[config.mk]
export PLATFORM = sky130hd
export DESIGN_NAME = skf_shunting_ctrl
export DESIGN_NICKNAME = d
export VERILOG_FILES = /design/src/hw/skf_pkg.sv /design/src/hw/skf_key_pick.sv /design/src/hw/skf_speed_scale.sv /design/src/hw/skf_shunting_ctrl.sv
export SDC_FILE = /design/constraint.sdc
export NUM_CORES = 1
export LEC_CHECK = 0
export ABC_AREA = 1
export BUFFER_PORTS_ARGS = -buffer_cell sky130_fd_sc_hd__buf_2
export CAP_MARGIN = 15
export CELL_PAD_IN_SITES_DETAIL_PLACEMENT = 1
export CELL_PAD_IN_SITES_GLOBAL_PLACEMENT = 2
export CORE_MARGIN = 1.5
export CORE_UTILIZATION = 29
export DETAILED_ROUTE_END_ITERATION = 10
export PLACE_DENSITY_LB_ADDON = 0.1
export SLEW_MARGIN = 15
export SYNTH_ARGS = -nofsm -noshare
export SYNTH_HDL_FRONTEND = slang
export SYNTH_SLANG_ARGS = --single-unit
export TNS_END_PERCENT = 50
[constraint.sdc]
create_clock -name i_clk -period 2.2 [get_ports i_clk]
set_input_delay 0.33 -clock i_clk [delete_from_list [all_inputs] [get_ports i_clk]]
set_output_delay 0.33 -clock i_clk [all_outputs]
set_load 0.02 [all_outputs]
[src/hw/skf_pkg.sv]
package skf_pkg;
	// =========================================
	// register map
	localparam logic [2:0] ADDR_CONFIG     = 3'h0;
	localparam logic [2:0] ADDR_HALF_SEL   = 3'h1;
	localparam logic [2:0] ADDR_MOM_SEL    = 3'h2;
	localparam logic [2:0] ADDR_OVR_SEL    = 3'h3;
	localparam logic [2:0] ADDR_KEYS_LO    = 3'h4;
	localparam logic [2:0] ADDR_KEYS_HI    = 3'h5;
	localparam logic [2:0] ADDR_STATUS     = 3'h6;
	localparam logic [7:0] CONFIG_RESET    = 8'h00;
	localparam logic [4:0] SEL_RESET       = 5'h00;
	localparam logic [4:0] SEL_MAX         = 5'h13;
	// =========================================
	// config bit positions
	localparam int BIT_EFF_LO  = 0;
	localparam int BIT_EFF_HI  = 1;
	localparam int BIT_MOM_F4  = 2;
	localparam int BIT_HALF_F7 = 3;
	localparam int BIT_HALF_F3 = 4;
	localparam int BIT_DC_STOP = 5;
	localparam int BIT_MOM_F3  = 6;
	localparam int BIT_AUX_OUT = 7;
	// =========================================
	// key numbers
	localparam logic [4:0] KEY_THREE = 5'h03;
	localparam logic [4:0] KEY_FOUR  = 5'h04;
	localparam logic [4:0] KEY_SEVEN = 5'h07;
	localparam int NUM_KEYS = 20;
	// =========================================
	// momentum effect codes
	typedef enum logic [1:0] {
		SKF_EFF_NONE  = 2'b00,
		SKF_EFF_EXP   = 2'b01,
		SKF_EFF_QUART = 2'b10,
		SKF_EFF_ALL   = 2'b11
	} skf_eff_e;
	// =========================================
	// status bit positions
	localparam int ST_HALF   = 0;
	localparam int ST_MOM    = 1;
	localparam int ST_OVR    = 2;
	localparam int ST_HALF_V = 3;
	localparam int ST_MOM_V  = 4;
endpackage

[src/hw/skf_key_pick.sv]
`timescale 1ns/1ps
// selects one key level from the key vector; valid low means no key
module skf_key_pick #(
	parameter int N_KEYS = 20
) (
	input  wire logic [N_KEYS-1:0] i_keys,
	input  wire logic [4:0]        i_num,
	input  wire logic              i_valid,
	output logic                   o_on
);
	if (N_KEYS < 8 || N_KEYS > 32) begin : g_bad_keys
		$error("N_KEYS out of range");
	end
	always_comb begin
		o_on = 1'b0;
		if (i_valid && (int'(i_num) < N_KEYS)) begin
			o_on = i_keys[i_num];
		end
	end
endmodule // skf_key_pick

[src/hw/skf_speed_scale.sv]
`timescale 1ns/1ps
// halves throttle and scales momentum times per effect code
module skf_speed_scale #(
	parameter int W = 8
) (
	input  wire logic [W-1:0] i_throttle,
	input  wire logic         i_half,
	input  wire logic [1:0]   i_eff,
	input  wire logic         i_mom_on,
	input  wire logic [7:0]   i_accel,
	input  wire logic [7:0]   i_decel,
	input  wire logic [7:0]   i_exp_accel,
	input  wire logic [7:0]   i_exp_decel,
	output logic      [W-1:0] o_throttle,
	output logic      [7:0]   o_accel,
	output logic      [7:0]   o_decel,
	output logic      [7:0]   o_exp_accel,
	output logic      [7:0]   o_exp_decel
);
	if (W < 2) begin : g_bad_width
		$error("W too small");
	end
	always_comb begin
		o_throttle  = i_half ? (i_throttle >> 1) : i_throttle;
		o_accel     = i_accel;
		o_decel     = i_decel;
		o_exp_accel = i_exp_accel;
		o_exp_decel = i_exp_decel;
		if (i_mom_on) begin
			case (i_eff)
				skf_pkg::SKF_EFF_NONE: begin
				end
				skf_pkg::SKF_EFF_EXP: begin
					o_exp_accel = 8'h00;
					o_exp_decel = 8'h00;
				end
				skf_pkg::SKF_EFF_QUART: begin
					o_accel = i_accel >> 2;
					o_decel = i_decel >> 2;
				end
				skf_pkg::SKF_EFF_ALL: begin
					o_accel     = 8'h00;
					o_decel     = 8'h00;
					o_exp_accel = 8'h00;
					o_exp_decel = 8'h00;
				end
				default: begin
				end
			endcase
		end
	end
endmodule // skf_speed_scale

[src/hw/skf_shunting_ctrl.sv]
`timescale 1ns/1ps
module skf_shunting_ctrl #(
	parameter int THROTTLE_W = 8
) (
	input  wire logic                  i_clk,
	input  wire logic                  i_rst,
	input  wire logic [2:0]            i_addr,
	input  wire logic [7:0]            i_wdata,
	input  wire logic                  i_wr,
	input  wire logic                  i_rd,
	output logic      [7:0]            o_rdata,
	input  wire logic [19:0]           i_fn_keys,
	input  wire logic                  i_signal_override_key,
	input  wire logic [THROTTLE_W-1:0] i_throttle,
	input  wire logic [7:0]            i_base_accel_time,
	input  wire logic [7:0]            i_base_decel_time,
	input  wire logic [7:0]            i_exponential_accel_shape,
	input  wire logic [7:0]            i_exponential_decel_shape,
	output logic      [THROTTLE_W-1:0] o_throttle,
	output logic      [7:0]            o_accel_time,
	output logic      [7:0]            o_decel_time,
	output logic      [7:0]            o_exp_accel_shape,
	output logic      [7:0]            o_exp_decel_shape,
	output logic                       o_half_speed_on,
	output logic                       o_momentum_key_on,
	output logic                       o_signal_override_function,
	output logic                       o_dc_stop_enable,
	output logic                       o_aux_pins_as_outputs
);
	if (THROTTLE_W < 2 || THROTTLE_W > 16) begin : g_bad_width
		$error("THROTTLE_W out of range");
	end

	// =========================================
	// registers
	logic [7:0]  shunting_key_config;
	logic [4:0]  half_speed_key_select;
	logic [4:0]  momentum_key_select;
	logic [4:0]  override_key_select;
	logic        sel_ok;

	// select writes beyond the last key are dropped
	assign sel_ok = (i_wdata <= 8'(skf_pkg::SEL_MAX));

	always_ff @(posedge i_clk) begin
		if (i_rst) begin
			shunting_key_config <= skf_pkg::CONFIG_RESET;
		end else if (i_wr && (i_addr == skf_pkg::ADDR_CONFIG)) begin
			shunting_key_config <= i_wdata;
		end
	end

	always_ff @(posedge i_clk) begin
		if (i_rst) begin
			half_speed_key_select <= skf_pkg::SEL_RESET;
		end else if (i_wr && sel_ok && (i_addr == skf_pkg::ADDR_HALF_SEL)) begin
			half_speed_key_select <= i_wdata[4:0];
		end
	end

	always_ff @(posedge i_clk) begin
		if (i_rst) begin
			momentum_key_select <= skf_pkg::SEL_RESET;
		end else if (i_wr && sel_ok && (i_addr == skf_pkg::ADDR_MOM_SEL)) begin
			momentum_key_select <= i_wdata[4:0];
		end
	end

	always_ff @(posedge i_clk) begin
		if (i_rst) begin
			override_key_select <= skf_pkg::SEL_RESET;
		end else if (i_wr && sel_ok && (i_addr == skf_pkg::ADDR_OVR_SEL)) begin
			override_key_select <= i_wdata[4:0];
		end
	end

	// =========================================
	// key pin synchroniser
	logic [19:0] keys_meta;
	logic [19:0] keys_sync;
	logic        ovr_meta;
	logic        ovr_sync;

	always_ff @(posedge i_clk) begin
		if (i_rst) begin
			keys_meta <= 20'h00000;
			keys_sync <= 20'h00000;
		end else begin
			keys_meta <= i_fn_keys;
			keys_sync <= keys_meta;
		end
	end

	always_ff @(posedge i_clk) begin
		if (i_rst) begin
			ovr_meta <= 1'b0;
			ovr_sync <= 1'b0;
		end else begin
			ovr_meta <= i_signal_override_key;
			ovr_sync <= ovr_meta;
		end
	end

	// =========================================
	// key selection
	logic       bit_h3;
	logic       bit_h7;
	logic [4:0] half_num;
	logic       half_valid;
	logic [4:0] mom_num;
	logic       mom_valid;
	logic       mom_uses_ovr;

	assign bit_h3 = shunting_key_config[skf_pkg::BIT_HALF_F3];
	assign bit_h7 = shunting_key_config[skf_pkg::BIT_HALF_F7];

	always_comb begin
		half_num   = 5'h00;
		half_valid = 1'b0;
		if (half_speed_key_select != 5'h00) begin
			half_num   = half_speed_key_select;
			half_valid = 1'b1;
		end else if (bit_h3 && !bit_h7) begin
			half_num   = skf_pkg::KEY_THREE;
			half_valid = 1'b1;
		end else if (bit_h7 && !bit_h3) begin
			half_num   = skf_pkg::KEY_SEVEN;
			half_valid = 1'b1;
		end
	end

	always_comb begin
		mom_num      = 5'h00;
		mom_valid    = 1'b0;
		mom_uses_ovr = 1'b0;
		if (momentum_key_select != 5'h00) begin
			mom_num   = momentum_key_select;
			mom_valid = 1'b1;
		end else if (shunting_key_config[skf_pkg::BIT_MOM_F3]) begin
			mom_num   = skf_pkg::KEY_THREE;
			mom_valid = 1'b1;
		end else if (shunting_key_config[skf_pkg::BIT_MOM_F4]) begin
			mom_num   = skf_pkg::KEY_FOUR;
			mom_valid = 1'b1;
		end else begin
			mom_uses_ovr = 1'b1;
		end
	end

	logic half_key;
	logic mom_key_fn;
	logic ovr_key_fn;
	logic mom_key;
	logic ovr_fn;

	skf_key_pick #(.N_KEYS(skf_pkg::NUM_KEYS)) u_half (
		.i_keys  (keys_sync),
		.i_num   (half_num),
		.i_valid (half_valid),
		.o_on    (half_key)
	);
	skf_key_pick #(.N_KEYS(skf_pkg::NUM_KEYS)) u_mom (
		.i_keys  (keys_sync),
		.i_num   (mom_num),
		.i_valid (mom_valid),
		.o_on    (mom_key_fn)
	);
	skf_key_pick #(.N_KEYS(skf_pkg::NUM_KEYS)) u_ovr (
		.i_keys  (keys_sync),
		.i_num   (override_key_select),
		.i_valid (override_key_select != 5'h00),
		.o_on    (ovr_key_fn)
	);

	// legacy default rides on the dedicated key
	assign mom_key = mom_uses_ovr ? ovr_sync : mom_key_fn;
	assign ovr_fn  = ovr_sync | ovr_key_fn;

	// =========================================
	// scaling
	logic [THROTTLE_W-1:0] next_throttle;
	logic [7:0]            next_accel;
	logic [7:0]            next_decel;
	logic [7:0]            next_exp_accel;
	logic [7:0]            next_exp_decel;

	skf_speed_scale #(.W(THROTTLE_W)) u_scale (
		.i_throttle  (i_throttle),
		.i_half      (half_key),
		.i_eff       (shunting_key_config[skf_pkg::BIT_EFF_HI:skf_pkg::BIT_EFF_LO]),
		.i_mom_on    (mom_key),
		.i_accel     (i_base_accel_time),
		.i_decel     (i_base_decel_time),
		.i_exp_accel (i_exponential_accel_shape),
		.i_exp_decel (i_exponential_decel_shape),
		.o_throttle  (next_throttle),
		.o_accel     (next_accel),
		.o_decel     (next_decel),
		.o_exp_accel (next_exp_accel),
		.o_exp_decel (next_exp_decel)
	);

	// =========================================
	// registered outputs
	always_ff @(posedge i_clk) begin
		if (i_rst) begin
			o_throttle        <= '0;
			o_accel_time      <= 8'h00;
			o_decel_time      <= 8'h00;
			o_exp_accel_shape <= 8'h00;
			o_exp_decel_shape <= 8'h00;
		end else begin
			o_throttle        <= next_throttle;
			o_accel_time      <= next_accel;
			o_decel_time      <= next_decel;
			o_exp_accel_shape <= next_exp_accel;
			o_exp_decel_shape <= next_exp_decel;
		end
	end

	// =========================================
	// key levels and mode flags
	always_ff @(posedge i_clk) begin
		if (i_rst) begin
			o_half_speed_on   <= 1'b0;
			o_momentum_key_on <= 1'b0;
		end else begin
			o_half_speed_on   <= half_key;
			o_momentum_key_on <= mom_key;
		end
	end

	always_ff @(posedge i_clk) begin
		if (i_rst) begin
			o_signal_override_function <= 1'b0;
			o_dc_stop_enable           <= 1'b0;
			o_aux_pins_as_outputs      <= 1'b0;
		end else begin
			o_signal_override_function <= ovr_fn;
			o_dc_stop_enable           <= shunting_key_config[skf_pkg::BIT_DC_STOP];
			o_aux_pins_as_outputs      <= shunting_key_config[skf_pkg::BIT_AUX_OUT];
		end
	end

	// =========================================
	// status word
	logic [7:0] status_word;

	always_comb begin
		status_word                     = 8'h00;
		status_word[skf_pkg::ST_HALF]   = half_key;
		status_word[skf_pkg::ST_MOM]    = mom_key;
		status_word[skf_pkg::ST_OVR]    = ovr_fn;
		status_word[skf_pkg::ST_HALF_V] = half_valid;
		status_word[skf_pkg::ST_MOM_V]  = mom_valid;
	end

	// =========================================
	// read port, data stands one cycle then clears
	always_ff @(posedge i_clk) begin
		if (i_rst) begin
			o_rdata <= 8'h00;
		end else if (i_rd) begin
			case (i_addr)
				skf_pkg::ADDR_CONFIG: begin
					o_rdata <= shunting_key_config;
				end
				skf_pkg::ADDR_HALF_SEL: begin
					o_rdata <= {3'h0, half_speed_key_select};
				end
				skf_pkg::ADDR_MOM_SEL: begin
					o_rdata <= {3'h0, momentum_key_select};
				end
				skf_pkg::ADDR_OVR_SEL: begin
					o_rdata <= {3'h0, override_key_select};
				end
				skf_pkg::ADDR_KEYS_LO: begin
					o_rdata <= keys_sync[7:0];
				end
				skf_pkg::ADDR_KEYS_HI: begin
					o_rdata <= keys_sync[15:8];
				end
				skf_pkg::ADDR_STATUS: begin
					o_rdata <= status_word;
				end
				default: begin
					o_rdata <= 8'h00;
				end
			endcase
		end else begin
			o_rdata <= 8'h00;
		end
	end
endmodule // skf_shunting_ctrl

Yosys cells after proc, flatten, opt, wreduce, memory -nomap -nowiden. Cells that the tools add are included.

Input bits: 76. Register bits: 118.

Order comparisons: 7. Bitwise logic cells: 2. Mux-type cells: 35. Eq/ne operators: 9. Reductions and logical operators: 19.

Operators by type and width (count): $pmux W8 S7 (1); $mux W8 (6); $pmux W8 S2 (2); $lt A5 B6 Y1 const B (3); $mux W1 (16); $bmux W1 S5 (3); $lt A5 B5 Y1 const B (3); $reduce_bool A5 Y1 (3); $mux W3 (4); $logic_and A1 B1 Y1 (10); $mux W5 (2); $eq A3 B3 Y1 const B (3); $le A8 B5 Y1 const B (1); $mux W7 (1); $eq A3 B2 Y1 const B (2); $reduce_or A2 Y1 (3); $eq A2 B2 Y1 const B (2); $eq A3 B1 Y1 const B (1); $logic_not A3 Y1 (1); $eq A2 B1 Y1 const B (1); $logic_not A1 Y1 (2); $not A1 Y1 (1); $or A1 B1 Y1 (1).

Longest topological paths before layout.
Word-level depth: 9. Gate-level depth with buffers: 15. Mapped depth without buffers: 14.

Modules after synthesis. Synthesis repeated with hierarchy kept, for this count alone.

Cells, all modules: 863. Area total of the unflattened synthesis: 5635.4 µm².

By module, submodules not included: skf_shunting_ctrl (area an instance 4217.8 µm², seq. area each 2362.3 µm², times used 1, cells an instance 535); skf_key_pick (area an instance 304.0 µm², seq. area each 0.0 µm², times used 3, cells an instance 68); skf_speed_scale (area an instance 505.5 µm², seq. area each 0.0 µm², times used 1, cells an instance 124).

Worst setup path after synthesis. OpenSTA, ideal clock, no wires.

Path type: reg2reg. From: register shunting_key_config[4]. To: register o_rdata[0]. Slack: 0.356 ns. Required time: 2.130 ns. Arrival time: 1.774 ns. Library setup time: 0.070 ns. Period minus slack after synthesis: 1.844 ns. Stages on the path, launching flop included: 15. Path through: dfxtp_1 inv_1 ha_1 inv_1 nand4_4 nand2_2 buf_4 nand2_1 o211ai_1 nand3_1 nand3_1 nand2_1 nor2_4 nand2_1 a21oi_1.

Longest elaborated chain between the ends: 9. Elaborated cells on any way between the ends: 15.

RTL lines: start: declaration (line skf_shunting_ctrl.sv:36) `logic [7:0] shunting_key_config;`; start signal: assignment (line skf_shunting_ctrl.sv:47) `shunting_key_config <= skf_pkg::CONFIG_RESET;`; start signal: assignment (line skf_shunting_ctrl.sv:49) `shunting_key_config <= i_wdata;`; $logic_not A1 Y1 (line skf_shunting_ctrl.sv:126) `end else if (bit_h7 && !bit_h3) begin`; $logic_and A1 B1 Y1 (line skf_shunting_ctrl.sv:126); $mux W3 (line skf_shunting_ctrl.sv:126); $mux W3 (line skf_shunting_ctrl.sv:123) `end else if (bit_h3 && !bit_h7) begin`; $mux W5 (line skf_shunting_ctrl.sv:120) `if (half_speed_key_select != 5'h00) begin`; $bmux W1 S5 / $lt A5 B5 Y1 (equally long branches) (line skf_key_pick.sv:17, skf_key_pick.sv:16); $mux W1 (not written as such) / $logic_and A1 B1 Y1 (equally long branches) (line skf_key_pick.sv:17, skf_key_pick.sv:16); $mux W1 * (line skf_key_pick.sv:16) `if (i_valid && (int'(i_num) < N_KEYS)) begin`; $pmux W8 S7 * (line skf_shunting_ctrl.sv:264) `case (i_addr)`; end signal: assignment (line skf_shunting_ctrl.sv:266) `o_rdata <= shunting_key_config;`; end signal: assignment (line skf_shunting_ctrl.sv:269) `o_rdata <= {3'h0, half_speed_key_select};`; end signal: assignment (line skf_shunting_ctrl.sv:272) `o_rdata <= {3'h0, momentum_key_select};`; end: declaration (line skf_shunting_ctrl.sv:11) `output logic [7:0] o_rdata,`.

Every way passes the cells marked *; elsewhere a longest branch is shown, timed or not. The select of a mux whose other input is x is not followed. A chain may end at the register's enable or synchronous reset.

Final worst setup path.
From: register shunting_key_config[3]. To: register o_throttle[2].

Longest elaborated chain between the ends: 8. Elaborated cells on any way between the ends: 15.

RTL lines: $logic_and A1 B1 Y1 / $logic_not A1 Y1 (equally long branches) (line skf_shunting_ctrl.sv:126, skf_shunting_ctrl.sv:123); $mux W3 / $logic_and A1 B1 Y1 (equally long branches) (line skf_shunting_ctrl.sv:126, skf_shunting_ctrl.sv:123); $mux W3 (line skf_shunting_ctrl.sv:123); $mux W5 (line skf_shunting_ctrl.sv:120); $bmux W1 S5 / $lt A5 B5 Y1 (equally long branches) (line skf_key_pick.sv:17, skf_key_pick.sv:16); $mux W1 (not written as such) / $logic_and A1 B1 Y1 (equally long branches) (line skf_key_pick.sv:17, skf_key_pick.sv:16); $mux W1 * (line skf_key_pick.sv:16); $mux W7 * (line skf_speed_scale.sv:24) `o_throttle = i_half ? (i_throttle >> 1) : i_throttle;`; end signal: assignment (line skf_shunting_ctrl.sv:213) `o_throttle <= next_throttle;`; end: declaration (line skf_shunting_ctrl.sv:19) `output logic [THROTTLE_W-1:0] o_throttle,`.

Marked as above.

==> flow_summary.ini <==
[yosys]
synth-async-reset-ratio_pct = 0
syn_inst = 654
synth.top_cell.area_share_pct = 47.11
synth_top_flop_cell = dfxtp_1
ys_seq_area_share_pct = 47.11
synth_area_um2 = 5015
netlist-cell-type-count = 36
synth_area_leader_cell = dfxtp_1
syn-num-nets = 731
synth_common_cells = dfxtp_1 (118), inv_1 (115), nand3_1 (77)
synth.most_common_cell = dfxtp_1
synth_enable_flop_cells = 0
synthTopCellsByArea = dfxtp_1 (47%), inv_1 (8.6%), nand3_1 (7.7%)
synth_seq_cells = 118
yosys_warnings = 0
avgSynthCellArea_um2 = 7.668

[cts]
numCtsBuffers = 17
clock-root-buffer = clkbuf_16
cts.htree.levels = 4
cts_max_path_buffers = 2
clk_latency_ns = 0.41
hold_buffers = 0
path_clk_slew_ns = 0.06
cts.sinks = 118
cts_tree = yes

[die]
dieWidth_um = 134.5
die_h_um = 134.5
ios = 129
start_util_pct = 29.92
rows = 47
dieArea_um2 = 18090
core_area_um2 = 16760

[flow_run]
maxCapViolations = 0

[detailed_routing]
first_iter_violations = 262
ant_nets = 0
via_per_inst = 4.612
wl_per_cell_um = 15.93
drc = 0
dr.pass1.iters = 4
drt_wl_total_um = 16450
vias = 4764

[pwr]
p_total_w = 0.005606
sw_frac_of_total_pct = 25.30
clock_power_share_pct = 47.3
pwr-share-comb_pct = 12.0
pwr-share-seq_pct = 40.7
power_density_nw_per_um2 = 843.0
p_switching_w = 0.001419
p_int_w = 0.004187
max-vdd-ir-drop_mv = 0.5424
leakage_nw = 3.149

[finish]
instances_no_fill = 1033
drive_gt1_share_pct = 29.52
num-fill-cells = 2121
nets = 879
fin_util_pct = 39.68
multiInputGateArea_um2 = 2137
area_delta_synth_final_pct = 32.61
ff_latch_area_um2 = 2365
antenna_cells = 0

[setup_path]
worstSetupPathType = reg -> reg
crit_buf_inv = 3
crit_family = simple AND/OR/NAND/NOR gates
cp-start-kind = register
crit_arrival_ns = 2.41
critPathSlowestCell = dfxtp_1
end_kind = register
max_stage_delay_ns = 0.39
path_cells = ha_4 > inv_1 > nand4_4 > nand2_4 > buf_4 > nand2_1 > o211ai_1 > nand3_1 > nand3_4 > nand2_2 > nor2_4 > buf_12 > nand4_1 > nand2_1
cp_max_fo = 7
crit_required_ns = 2.55
path_common_cell = nand2_1

[global_routing]
grt_pass1_vias = 4785
grt_max_degree = 60
grt_overflow = 0
grt_first_pass_wirelength_um = 25710
antenna_found_initial = 0
track_usage_pct = 18.73

[timing]
fin_ws_ns = 0.1393
drv_slew = 0
timing.final.crit_share_pct = 93.67
min_period_ns = 2.061
setup_viol = 0
hold_violations = 0
relSlewSlack_pct = 54.88
fin_skew_ns = 0.009973
worst_pin_slew_ns = 0.6768
timing.fmax_mhz = 485.3

[worst_hold_path]
min_path_type = in -> reg

[placement]
placedCellCount = 995
place_congestion = 0.8554
post-place-ws_ns = 0.07501
portBuffers = 128
dp_hpwl_um = 12080

[outcome]
status = finished clean
per-layer routing:
layer  part of all wire (%)  track usage (%)  wire length (um)  vias to the layer above
li1                       -                -                 -                     2426
met1                     45            24.80              7471                     2202
met2                     47            29.91              7652                      119
met3                    6.6            5.105              1081                       17
met4                    1.5            5.496               245                        0
met5                      0                0                 0                        -
worst reg2reg max path, stage by stage, from the launching register on:
cell	delay [ns]
dfxtp_1	0.39
ha_4	0.23
inv_1	0.09
nand4_4	0.16
nand2_4	0.15
buf_4	0.13
nand2_1	0.04
o211ai_1	0.09
nand3_1	0.14
nand3_4	0.11
nand2_2	0.07
nor2_4	0.13
buf_12	0.13
nand4_1	0.08
nand2_1	0.08
sequential cells by signal (all words and copies together) (netlist names), 5 cells and up:
name                   flops
o_throttle                 8
o_accel_time               8
o_decel_time               8
keys_sync                 20
o_exp_accel_shape          8
o_exp_decel_shape          8
keys_meta                 20
shunting_key_config        8
half_speed_key_select      5
override_key_select        5
o_rdata                    8
momentum_key_select        5
power groups by stage:
stage / logic, W / clock network (W) / registers, W
floorplan: 0.000325 / 0 / 0.00239
global placement: 0.000619 / 0 / 0.00233
detailed placement: 0.000632 / 0 / 0.00233
CTS: 0.000636 / 0.00273 / 0.00228
global route: 0.000749 / 0.00283 / 0.00229
finish: 0.000671 / 0.00265 / 0.00228
final cells by class:
class | count | area share, %
Multi-Input combinational cell | 386 | 32.14
Inverter | 128 | 7.225
Timing Repair Buffer | 151 | 12.47
Clock buffer | 20 | 6.867
Clock inverter | 10 | 1.599
Tap cell | 220 | 4.139
Sequential cell | 118 | 35.56
timing repair:
item,in CTS,in global routing
buffers inserted,0,7
resized for setup,0,19
endpoints found under the setup margin,0,28
per-stage QoR:
step | hold WS (ns) | cell area [um^2] | TNS [ns]
after detailed placement | 0.3964 | 5936 | 0
after global placement | 0.3924 | 5936 | 0
after CTS | 0.1078 | 6499 | 0
after floorplan | 0.3883 | 5015 | 0
final | 0.1201 | 6650 | 0
after global routing | 0.1119 | 6650 | -0.06256
layout by cell type (no fill, tap or decap), drive strengths merged, types with 2 or more instances in the layout:
master,count
nor3,7
clkinv,8
inv,127
nand4,15
o221ai,3
o21ai,56
a21oi,55
buf,151
dfxtp,118
o22ai,14
nor2,66
nand3,79
clkbuf,20
bufinv,2
o211ai,5
o41ai,2
nand2,78
kinds of logic after synthesis:
logic type | synth area share (%)
AO/OA/AOI/OAI | 15.82
adder cells (fa/ha/maj) | 0.2495
buffers and inverters | 11.88
flip-flops | 47.11
AND/OR/NAND/NOR | 24.95
final timing paths:
path                                from  slack, ns  cells after the start            end
setup / recovery  shunting_key_config[3]       0.14                     14  o_throttle[2]
hold / removal              i_fn_keys[2]       0.12                      3   keys_meta[2]
setup reg to reg  shunting_key_config[3]       0.14                     14  o_throttle[2]
hold reg to reg             keys_meta[3]       0.40                      2   keys_sync[3]
(Power assumes the default switching activity.)
